$ cat src/sac_pkg.sv
package sac_pkg;

    // Result width and its reset value
    localparam int RESULT_W = 12;
    localparam logic [11:0] RESULT_RST = 12'h000;

    // System clock period
    localparam int CLK_PERIOD_NS = 100;

    // Longest allowed conversion time, rounded down to whole cycles
    localparam int CONV_TIME_MAX_NS = 1250;
    localparam int CONV_MAX_CYC = CONV_TIME_MAX_NS / CLK_PERIOD_NS;

    // Synchroniser reset value, pins ordered {sel, pd_n, rd_n, conv_n, cs_n}
    localparam int CTRL_W = 5;
    localparam logic [4:0] CTRL_SYNC_RST = 5'h1F;

    // Field positions inside the synchronised control vector
    localparam int CTRL_CS = 0;
    localparam int CTRL_CONV = 1;
    localparam int CTRL_RD = 2;
    localparam int CTRL_PD = 3;
    localparam int CTRL_SEL = 4;

    // Low-power select levels
    localparam logic LP_SLEEP = 1'b0;
    localparam logic LP_NAP = 1'b1;

    typedef enum {
        ST_IDLE,
        ST_CONV
    } sac_state_t;

endpackage

$ cat src/sac_top.sv
`timescale 1ns/100ps

module sac_top #(
    parameter int DATA_W = sac_pkg::RESULT_W
) (
    input wire logic CLK_SYS,
    input wire logic RESETN,
    input wire logic CS_N,
    input wire logic CONV_START_N,
    input wire logic RD_N,
    input wire logic POWER_DOWN_N,
    input wire logic LOW_POWER_SELECT,
    input wire logic signed [DATA_W-1:0] AIN_POS,
    input wire logic signed [DATA_W-1:0] AIN_NEG,
    output logic [DATA_W-1:0] RESULT_O,
    output logic [DATA_W-1:0] RESULT_OE,
    output logic BUSY_N,
    output logic NAP_ACTIVE,
    output logic SLEEP_ACTIVE
);
    import sac_pkg::*;

    localparam int IDX_W = $clog2(DATA_W);
    localparam logic [IDX_W-1:0] MSB_IDX = IDX_W'(DATA_W - 1);

    // One trial per clock must fit inside the longest conversion time
    if (DATA_W < 2 || DATA_W > CONV_MAX_CYC) begin : g_bad_width
        $error("DATA_W out of range for the conversion time");
    end

    logic [CTRL_W-1:0] ctrl_s1_q;
    logic [CTRL_W-1:0] ctrl_s2_q;
    logic [DATA_W-1:0] pos_s1_q;
    logic [DATA_W-1:0] pos_s2_q;
    logic [DATA_W-1:0] neg_s1_q;
    logic [DATA_W-1:0] neg_s2_q;
    logic conv_prev_q;

    sac_state_t state_q;
    sac_state_t state_d;
    logic [IDX_W-1:0] bit_idx_q;
    logic [IDX_W-1:0] bit_idx_d;
    logic [DATA_W-1:0] bit_trial_q;
    logic [DATA_W-1:0] bit_trial_d;
    logic [DATA_W-1:0] held_q;
    logic [DATA_W-1:0] held_d;
    logic [DATA_W-1:0] result_q;
    logic [DATA_W-1:0] result_d;
    logic busy_n_q;
    logic busy_n_d;
    logic nap_q;
    logic sleep_q;

    // Pins are asynchronous to CLK_SYS; the analog codes are held steady
    // by the source around a start, so a per-bit sync is good enough.
    always_ff @(posedge CLK_SYS or negedge RESETN) begin
        if (!RESETN) begin
            ctrl_s1_q <= CTRL_SYNC_RST;
            ctrl_s2_q <= CTRL_SYNC_RST;
            conv_prev_q <= 1'b1;
        end else begin
            ctrl_s1_q <= {LOW_POWER_SELECT, POWER_DOWN_N, RD_N, CONV_START_N, CS_N};
            ctrl_s2_q <= ctrl_s1_q;
            conv_prev_q <= ctrl_s2_q[CTRL_CONV];
        end
    end

    always_ff @(posedge CLK_SYS or negedge RESETN) begin
        if (!RESETN) begin
            pos_s1_q <= '0;
            pos_s2_q <= '0;
            neg_s1_q <= '0;
            neg_s2_q <= '0;
        end else begin
            pos_s1_q <= AIN_POS;
            pos_s2_q <= pos_s1_q;
            neg_s1_q <= AIN_NEG;
            neg_s2_q <= neg_s1_q;
        end
    end

    wire cs_low = ~ctrl_s2_q[CTRL_CS];
    wire conv_n = ctrl_s2_q[CTRL_CONV];
    wire rd_low = ~ctrl_s2_q[CTRL_RD];
    wire pd_low = ~ctrl_s2_q[CTRL_PD];
    wire lp_sel = ctrl_s2_q[CTRL_SEL];
    wire idle = (state_q == ST_IDLE);

    wire conv_fall = conv_prev_q & ~conv_n;

    // idle-only start
    // A start during power-down is dropped: the comparator is not awake.
    wire start_ok = conv_fall & cs_low & ~pd_low & idle;

    wire [DATA_W:0] diff_full = {pos_s2_q[DATA_W-1], pos_s2_q} - {neg_s2_q[DATA_W-1], neg_s2_q};
    wire diff_ovf = diff_full[DATA_W] ^ diff_full[DATA_W-1];
    wire [DATA_W-1:0] diff_sat = diff_ovf ? {diff_full[DATA_W], {(DATA_W-1){~diff_full[DATA_W]}}}
                                          : diff_full[DATA_W-1:0];

    wire [DATA_W-1:0] sample_u = {~diff_sat[DATA_W-1], diff_sat[DATA_W-2:0]};

    wire [DATA_W-1:0] trial_bit = DATA_W'(1) << bit_idx_q;
    wire [DATA_W-1:0] trial_word = bit_trial_q | trial_bit;
    wire keep_bit = (held_q >= trial_word);
    wire [DATA_W-1:0] next_word = keep_bit ? trial_word : bit_trial_q;
    wire last_bit = (bit_idx_q == '0);

    always_comb begin
        state_d = state_q;
        bit_idx_d = bit_idx_q;
        bit_trial_d = bit_trial_q;
        held_d = held_q;
        result_d = result_q;
        busy_n_d = busy_n_q;
        case (state_q)
            ST_IDLE: begin
                if (start_ok) begin
                    bit_trial_d = '0;
                    bit_idx_d = MSB_IDX;
                    held_d = sample_u;
                    busy_n_d = 1'b0;
                    state_d = ST_CONV;
                end
            end
            ST_CONV: begin
                bit_trial_d = next_word;
                if (last_bit) begin
                    result_d = {~next_word[DATA_W-1], next_word[DATA_W-2:0]};
                    busy_n_d = 1'b1;
                    state_d = ST_IDLE;
                end else begin
                    bit_idx_d = bit_idx_q - IDX_W'(1);
                end
            end
            default: begin
                state_d = ST_IDLE;
                busy_n_d = 1'b1;
            end
        endcase
    end

    always_ff @(posedge CLK_SYS or negedge RESETN) begin
        if (!RESETN) begin
            state_q <= ST_IDLE;
            busy_n_q <= 1'b1;
            bit_idx_q <= '0;
        end else begin
            state_q <= state_d;
            busy_n_q <= busy_n_d;
            bit_idx_q <= bit_idx_d;
        end
    end

    always_ff @(posedge CLK_SYS or negedge RESETN) begin
        if (!RESETN) begin
            bit_trial_q <= '0;
            held_q <= '0;
            result_q <= DATA_W'(RESULT_RST);
        end else begin
            bit_trial_q <= bit_trial_d;
            held_q <= held_d;
            result_q <= result_d;
        end
    end

    wire nap_d = pd_low & (lp_sel == LP_NAP);
    wire sleep_d = pd_low & (lp_sel == LP_SLEEP);

    always_ff @(posedge CLK_SYS or negedge RESETN) begin
        if (!RESETN) begin
            nap_q <= 1'b0;
            sleep_q <= 1'b0;
        end else begin
            nap_q <= nap_d;
            sleep_q <= sleep_d;
        end
    end

    // drive only on read with select
    wire drive_en = rd_low & cs_low;

    assign RESULT_OE = {DATA_W{drive_en}};
    assign RESULT_O = result_q;
    assign BUSY_N = busy_n_q;
    assign NAP_ACTIVE = nap_q;
    assign SLEEP_ACTIVE = sleep_q;

    // Busy low-time counter for the checks below.
    // A long repetition would be unrolled by the tools; a counter stays cheap.
    localparam logic [IDX_W:0] RUN_LEN = (IDX_W+1)'(DATA_W);
    logic [IDX_W:0] busy_low_cnt_q;
    logic [IDX_W:0] busy_low_cnt_d;

    assign busy_low_cnt_d = BUSY_N ? '0 : busy_low_cnt_q + (IDX_W+1)'(1);

    always_ff @(posedge CLK_SYS or negedge RESETN) begin
        if (!RESETN) begin
            busy_low_cnt_q <= '0;
        end else begin
            busy_low_cnt_q <= busy_low_cnt_d;
        end
    end
endmodule // sac_top

$ cat config.mk
export PLATFORM = sky130hd
export DESIGN_NAME = sac_top
export DESIGN_NICKNAME = d
export VERILOG_FILES = /design/src/sac_pkg.sv /design/src/sac_top.sv
export SDC_FILE = /design/constraint.sdc
export NUM_CORES = 1
export LEC_CHECK = 0
export CAP_MARGIN = 20
export CORE_ASPECT_RATIO = 0.75
export CORE_UTILIZATION = 30
export CTS_CLUSTER_SIZE = 20
export DETAILED_ROUTE_END_ITERATION = 6
export DONT_BUFFER_PORTS = 1
export PLACE_DENSITY = 0.46
export SLEW_MARGIN = 20
export SYNTH_ARGS = -nofsm -noshare
export SYNTH_HDL_FRONTEND = slang
export SYNTH_SLANG_ARGS = --single-unit
$ cat constraint.sdc
create_clock -name CLK_SYS -period 2.6 [get_ports CLK_SYS]
set_clock_uncertainty 0.15 [all_clocks]
set_input_delay 0.26 -clock CLK_SYS [delete_from_list [all_inputs] [get_ports CLK_SYS]]
set_output_delay 0.26 -clock CLK_SYS [all_outputs]
set_load 0.02 [all_outputs]
# == After elaboration in Yosys (flattened, before gate mapping) ==
# Cells that the tools add are included.
# op_classes
add_sub_neg,2
order_cmp,1
eq_ne,4
shift,1
n_mux,13
bitwise_logic,17
reduce_logical,9
# ops
cell,n
zero test 32 bit,2
two-way mux 32 bit,2
one-hot mux 32 bit (2 select lines),1
two-way mux 12 bit,3
"equality test 32 x 1 -> 1 bit, second input constant",1
one-hot mux 12 bit (2 select lines),1
subtractor 12 x 12 -> 13 bit,1
greater-or-equal comparator 12 bit,1
OR 12 bit,1
"left shift 1 x 4 -> 12 bit, first input constant",1
two-way mux 4 bit,2
NOT 1 bit,8
one-hot mux 4 bit (2 select lines),1
AND reduction 2 bit,4
AND 1 bit,7
"!= test 2 bit, second input constant",3
zero test 4 bit,1
"subtractor 4 x 1 -> 4 bit, second input constant",1
AND reduction 3 bit,1
two-way mux 1 bit,2
one-hot mux 1 bit (2 select lines),1
nonzero test 2 bit,1
XOR 1 bit,1
# totals
regBits,134
inputBits,31
output_inout_bits,27
word_cells,62

# == Logic depth before layout (Yosys ltp) ==
# Gate-level depths: netlist (run 1).
# logic_depth
ltp_word,7
mapped_depth,12
depth_no_buf,11

# == Worst setup path before layout (run 1) ==
# OpenSTA, ideal clock, no wires.
# synth_timing
path_type,register to register
from,register bit_idx_q[0]
to,register bit_trial_q[10]
setup_time_ps,131
t_arrival_ps,2367
t_required_ps,2319
slack_ps,-48
path_stages_with_launch,13
path_buffers,1
period_less_slack_ps,2648
cell_sequence,dfrtp_1 > inv_1 > ha_1 > a21o_1 > ha_1 > nand2b_1 > a21o_1 > a21o_1 > a21o_1 > a21oi_1 > nand2b_1 > clkbuf_1 > o21ai_0
# synth_via
elab_chain_len,5
# synth_lines
item,line,rtl
start: declaration,sac_top.sv:41,logic [IDX_W-1:0] bit_idx_q;
start signal: assignment,sac_top.sv:150,bit_idx_q <= bit_idx_d;
left shift 1 x 4 -> 12 bit (*),sac_top.sv:102,wire [DATA_W-1:0] trial_bit = DATA_W'(1) << bit_idx_q;
OR 12 bit (*),sac_top.sv:103,wire [DATA_W-1:0] trial_word = bit_trial_q | trial_bit;
greater-or-equal comparator 12 bit,sac_top.sv:104,wire keep_bit = (held_q >= trial_word);
two-way mux 12 bit (*),sac_top.sv:105,wire [DATA_W-1:0] next_word = keep_bit ? trial_word : bit_trial_q;
one-hot mux 12 bit (2 select lines) (*),sac_top.sv:115,case (state_q)
end signal: assignment,sac_top.sv:160,bit_trial_q <= bit_trial_d;
end: declaration,sac_top.sv:43,logic [DATA_W-1:0] bit_trial_q;
# Every way passes the cells marked *; elsewhere a longest branch is shown, timed or not.
# A chain may end at the register's enable or synchronous reset.

# == Worst setup path in the final report (run 1) ==
# layout_timing
from,register bit_idx_q[0]
to,register bit_trial_q[9]
# The elaborated chain is that of the path after synthesis.

==> flow_metrics.tcl, run 1 <==
set metrics [dict create \
    status "finished, violations left" \
    violations "negative hold slack" \
    viasPerCell 4.61 \
    hold_viol_final 103 \
    die_area_um2 14900 \
    areaGrowthSynthToFinish_pct 28.8 \
    final_antenna_net_count 0 \
    finalPower_mw 5.59 \
    htreeDepth 3 \
    drt_pre_antenna_iters 4 \
    cpPeakStageDelay_ps 440 \
    p_seq_share_pct 42.9 \
    syn_inst 364 \
    setup_viol 0 \
    hold_ws_ps -540 \
    start_util_pct 31.0 \
    grt_pass1_wl_mm 14.2 \
    hold_class "input pin to async pin" \
    synth-seq-cells 103 \
    maxSlewViolCount 0 \
    synth_flop_cell "dfrtp_1" \
    drive_gt1_share_pct 28.4 \
    synth_top_area_share_pct 52.8 \
    critPathCaptureType "flip-flop" \
    core_area_um2 13900 \
    timing.rr.start "bit_idx_q[0]" \
    grt_pass1_vias 2911 \
    leakagePower_nw 2.56 \
    fin_setup_tns_ps 0 \
    intPower_mw 3.64 \
    post-dp-hpwl_mm 5.61 \
    ir_drop_mv 0.399 \
    die_y_um 106 \
    cts-root-buf "clkbuf_16" \
    fmax_mhz 402 \
    cts_max_path_buffers 2 \
    syn-cell-area_um2 4310 \
    tightestPinTransition_ps 653 \
    diodes 0 \
    drtIter0Drc 109 \
    worstSetupPathType "flip-flop to flip-flop" \
    fp-row-count 37 \
    cts_tree "done" \
    cts_made_buffers 9 \
    track_usage_pct 12.3 \
    rr_worst_depth 12 \
    avgSynthCellArea_um2 11.8 \
    ios 58 \
    grt_setup_unrepaired "true" \
    place_area_um2 4690 \
    sw_frac_of_total_pct 35.0 \
    synth-warning-count 0 \
    reg2reg_slack_ps 110 \
    ys_types 49 \
    combPwrFrac_pct 33.6 \
    synth-async-reset-ratio_pct 100 \
    routedWlPerCell_um 13.7 \
    crit_top_cell "a21o_1" \
    required_ps 2680 \
    switching_power_mw 1.96 \
    path_cells "inv_4, ha_4, a21o_1, ha_1, nand2b_4, a21o_1, a21o_1, a21o_1, a21oi_4, nand2b_4, buf_6, o21ai_1" \
    io_buffers 0 \
    grt_max_degree 104 \
    nets 486 \
    critPathSlowestCell "dfrtp_2" \
    finish.utilization_pct 40.0 \
    min_period_over_period_pct 95.8 \
    syn_nets 425 \
    cts.sinks 103 \
    die_x_um 140 \
    overflow 0 \
    ys_seq_area_share_pct 60.2 \
    finalCriticalPeriod_ps 2490 \
    netlist_top_cells_area "dfrtp_1 (53%), ha_1 (8.4%), dfstp_2 (7.3%), a21oi_1 (4.1%), nand2_1 (3.0%)" \
    rr_endpoint "bit_trial_q[9]" \
    start_kind "flip-flop" \
    critPathArrivalTime_ps 2570 \
    maxCapViolations 0 \
    drc 0 \
    design_area_um2 5550 \
    powerDensity_nw_per_um2 1010 \
    yosys.area.top_type "dfrtp_1" \
    clock_latency_ps 350 \
    fill_cells 1348 \
    place_congestion 0.833 \
    max_slew_margin_pct 56.8 \
    p_clk_share_pct 23.5 \
    synth_edf_count 0 \
    hold_buffers 29 \
    vias 2792 \
    antenna_found_initial 0 \
    routed_wl_mm 8.26 \
    clk_pin_slew_worst_paths_ps 70 \
    critPathMaxFanout 7 \
]
## power groups by stage
stage	clock [mW]	sequential, mW	combinational (mW)
final	1.31	2.40	1.88
after global routing	1.43	2.46	2.11
after CTS	1.37	2.37	1.64
after detailed placement	0	2.39	1.52
after global placement	0	2.38	1.48
after floorplan	0	2.31	0.984
## worst max-delay path, delay by kind of cell (launching register included)
kind            cells  cell delay, ps
compound gates      6             860
simple gates        2             290
flops               1             440
buf+inv             2             200
fa+ha+maj           2             420
## logic make-up (layout without fill, tap and decap cells)
logic type / count (synthesis) / in the layout / synth area share [%]
AND/OR/NAND/NOR: 75 / 75 / 8.28
flip-flops: 103 / 103 / 60.2
buffers and inverters: 40 / 106 / 4.76
adder cells (fa/ha/maj): 30 / 30 / 8.89
XOR/XNOR: 5 / 5 / 1.02
AO/OA/AOI/OAI: 106 / 106 / 15.6
multiplexers: 5 / 5 / 1.28
## per-layer routing
layer,global-route usage (%),up-vias,routed length [um]
met5,0,-,0
met3,4.23,6,379
met1,16.5,1345,4100
li1,-,1379,-
met2,18.8,62,3720
met4,3.38,0,61
## registers in the layout, indices dropped and copies added (netlist names), 5 cells and up
register and count:
ctrl_s1_q 5, bit_trial_q 12, neg_s1_q 12, pos_s1_q 12, RESULT_O 12, ctrl_s2_q 5
pos_s2_q 12, neg_s2_q 12, held_q 12
## area by class of cell
class	count	area [um2]	area share (%)
sequential	103	2600	46.8
multi-input combinational	221	1750	31.5
timing repair buffer	72	628	11.3
tap	175	219	3.94
clock inverter	6	58.8	1.06
clock buffer	10	229	4.12
inverter	18	70.1	1.26
## cells in the final DEF (no fill, tap or decap), drive strengths merged, types with 4 or more instances in the layout
cell type,synthesis,routed
a21o,13,13
buf,16,43
nand2,34,34
clkbuf,6,10
dfrtp,91,91
a21oi,35,35
dlygate4sd3,0,29
inv,18,22
dfstp,12,12
xnor2,4,4
nor2b,6,6
mux2,4,4
o21a,7,7
nor2,15,15
o21ai,27,27
ha,29,29
## Yosys cell counts (2+ instances only)
cell type,n
nand2_1,34
xnor2_1,4
clkbuf_1,6
nand4_1,2
o221a_2,3
a31o_2,2
inv_1,18
buf_4,12
ha_1,29
a21o_1,13
a2bb2oi_1,2
o21a_1,7
dfrtp_1,91
nor4b_1,2
o21bai_1,2
a21oi_1,35
and3_1,3
dfstp_2,12
o21ai_1,2
nor2_1,15
buf_2,2
a21boi_0,3
mux2_2,4
nand2b_1,3
nor2b_1,6
nor3_1,3
o21ai_0,25
nand3_1,3
## worst max-delay path by stage
| stage | end | slack (ps) | cells past startpoint | from |
|---|---|---|---|---|
| finish | bit_trial_q[9] | 110 | 12 | bit_idx_q[0] |
| global route | bit_trial_q[9] | -7 | 12 | bit_idx_q[3] |
| CTS | bit_trial_q[9] | 2 | 11 | bit_idx_q[2] |
| detailed placement | held_q[2] | -150 | 8 | pos_s2_q[1] |
| global placement | RESULT_O[2] | -160 | 11 | bit_idx_q[0] |
| floorplan | bit_trial_q[10] | 20 | 12 | bit_idx_q[0] |
## repair_timing
action	4_1_cts	5_1_grt
endpoints found under the hold margin	132	103
endpoints found under the setup margin	26	26
gates resized for setup	11	56
pin swaps	3	7
buffers inserted	1	3
## through the flow
step           worst slack [ps]  cells
6_report                    109    605
3_5_place_dp               -153    556
2_1_floorplan              23.7    364
4_1_cts                    1.60    602
5_1_grt                   -6.57    605
3_3_place_gp               -158    556
Note: power is estimated with default switching activity, not from simulation.
==> run 2: changes to the inputs <==
--- a/config.mk
+++ b/config.mk
@@ -6,12 +6,14 @@
 export NUM_CORES = 1
 export LEC_CHECK = 0
 export CAP_MARGIN = 20
+export CELL_PAD_IN_SITES_DETAIL_PLACEMENT = 1
+export CELL_PAD_IN_SITES_GLOBAL_PLACEMENT = 1
 export CORE_ASPECT_RATIO = 0.75
 export CORE_UTILIZATION = 30
 export CTS_CLUSTER_SIZE = 20
 export DETAILED_ROUTE_END_ITERATION = 6
 export DONT_BUFFER_PORTS = 1
-export PLACE_DENSITY = 0.46
+export PLACE_DENSITY = 0.54
 export SLEW_MARGIN = 20
 export SYNTH_ARGS = -nofsm -noshare
 export SYNTH_HDL_FRONTEND = slang
==> flow_metrics.tcl, run 2 (synthesis gave the netlist of run 1 again) <==
set metrics [dict create \
    status "finished, violations left" \
    violations "negative hold slack" \
    antenna_found_initial 0 \
    leakagePower_nw 2.61 \
    max_slew_margin_pct 56.8 \
    htreeDepth 3 \
    core_area_um2 13900 \
    top_usage_layer "met2" \
    worstSetupPathType "flip-flop to flip-flop" \
    finalCriticalPeriod_ps 2550 \
    areaGrowthSynthToFinish_pct 31.2 \
    critPathCaptureType "flip-flop" \
    die_x_um 140 \
    nets 494 \
    critPathBufInv 2 \
    final_antenna_net_count 0 \
    setup_viol 0 \
    fmax_mhz 392 \
    overflow 0 \
    crit_family "compound AO/OA/AOI/OAI gates" \
    met2_usage_pct 20.4 \
    start_kind "flip-flop" \
    clock_latency_ps 360 \
    viasPerCell 4.68 \
    drt_pre_antenna_iters 5 \
    routedWlPerCell_um 14.7 \
    hold_buffers 29 \
    drtIter0Drc 71 \
    met1_usage_pct 17.7 \
    reg2reg_slack_ps 50 \
    grtUsageMet3_pct 4.50 \
    tightestPinTransition_ps 654 \
    drc 0 \
    min_period_over_period_pct 98.0 \
    ios 58 \
    hold_viol_final 103 \
    cpPeakStageDelay_ps 430 \
    grt_pass1_vias 3067 \
    grt_max_degree 104 \
    final_common_cell "dfrtp_1" \
    start_util_pct 31.0 \
    rr_endpoint "bit_trial_q[3]" \
    maxCapViolations 0 \
    die_area_um2 14900 \
    powerDensity_nw_per_um2 1020 \
    fin_setup_tns_ps 0 \
    clk_pin_slew_worst_paths_ps 70 \
    hold_ws_ps -552 \
    die_y_um 106 \
    critPathMaxFanout 6 \
    maxSlewViolCount 0 \
    hold_class "input pin to async pin" \
    rr_worst_depth 12 \
    cts.sinks 103 \
    vias 2867 \
    crit_top_cell "a21o_1" \
    diodes 0 \
    grt_setup_unrepaired "true" \
    cts-root-buf "clkbuf_16" \
    timing.rr.start "bit_idx_q[0]" \
    cts_tree "done" \
    ir_drop_mv 0.457 \
    critPathSlowestCell "dfrtp_2" \
    grt_pass1_wl_mm 15.1 \
    io_buffers 0 \
    required_ps 2680 \
    critPathArrivalTime_ps 2630 \
    routed_wl_mm 9.04 \
    track_usage_pct 13.4 \
    cts_made_buffers 9 \
    place_congestion 0.766 \
    fp-row-count 37 \
    path_cells "inv_4, ha_4, a21o_1, ha_1, nand2b_4, a21o_1, a21o_1, a21o_1, a21oi_4, nand2b_4, buf_6, o21ai_1" \
    finish.utilization_pct 40.7 \
    post-dp-hpwl_mm 6.20 \
    drive_gt1_share_pct 30.1 \
    cts_max_path_buffers 2 \
    mostFrequentLayoutCells "dfrtp_1 (90), buf_4 (47), nand2_1 (33)" \
]
[run 2: worst max-delay path by stage]
stage	slack, ps	cells past startpoint	endpoint	startpoint
floorplan	20	12	bit_trial_q[10]	bit_idx_q[0]
global placement	-180	8	held_q[3]	pos_s2_q[1]
detailed placement	-230	8	held_q[0]	pos_s2_q[1]
CTS	-0.3	12	bit_trial_q[4]	bit_idx_q[0]
global route	-70	12	bit_trial_q[9]	bit_idx_q[0]
finish	50	12	bit_trial_q[3]	bit_idx_q[0]
[run 2: area by class of cell]
type | instances | area, um2
multi-input cells | 221 | 1780
fillers | 1502 | 8230
flip-flops and latches | 103 | 2590
inverters | 18 | 70.1
clock inverters | 6 | 61.3
well taps | 175 | 219
clock buffers | 10 | 239
repair buffers | 80 | 692
[run 2: power breakdown]
part	switching (mW)	internal (mW)
clock network	0.641	0.702
logic	0.978	1.05
registers	0.408	1.98
[run 2: what timing repair did]
item | in CTS | in global routing
pin swaps | 9 | 14
endpoints found under the hold margin | 132 | 103
resized for setup | 22 | 52
cloned | 1 | 0
setup buffers | 3 | 6
endpoints found under the setup margin | 26 | 26
[run 2: metrics by stage]
stage          setup WS [ps]  hold WS (ps)  total power [mW]  area [um2]  std cells
2_1_floorplan           23.7          -186              3.29        4310        364
3_3_place_gp            -183          -181              3.90        4710        558
3_5_place_dp            -232          -181              3.99        4710        558
4_1_cts               -0.325          -578              5.59        5400        607
5_1_grt                -70.0          -578              6.16        5660        613
6_report                51.8          -552              5.76        5660        613
[run 2: layer usage]
metal | vias up | share of wire, %
met1 | 1415 | 49
li1 | 1395 | -
met5 | - | 0
met4 | 0 | 1.3
met3 | 10 | 3.8
met2 | 47 | 46
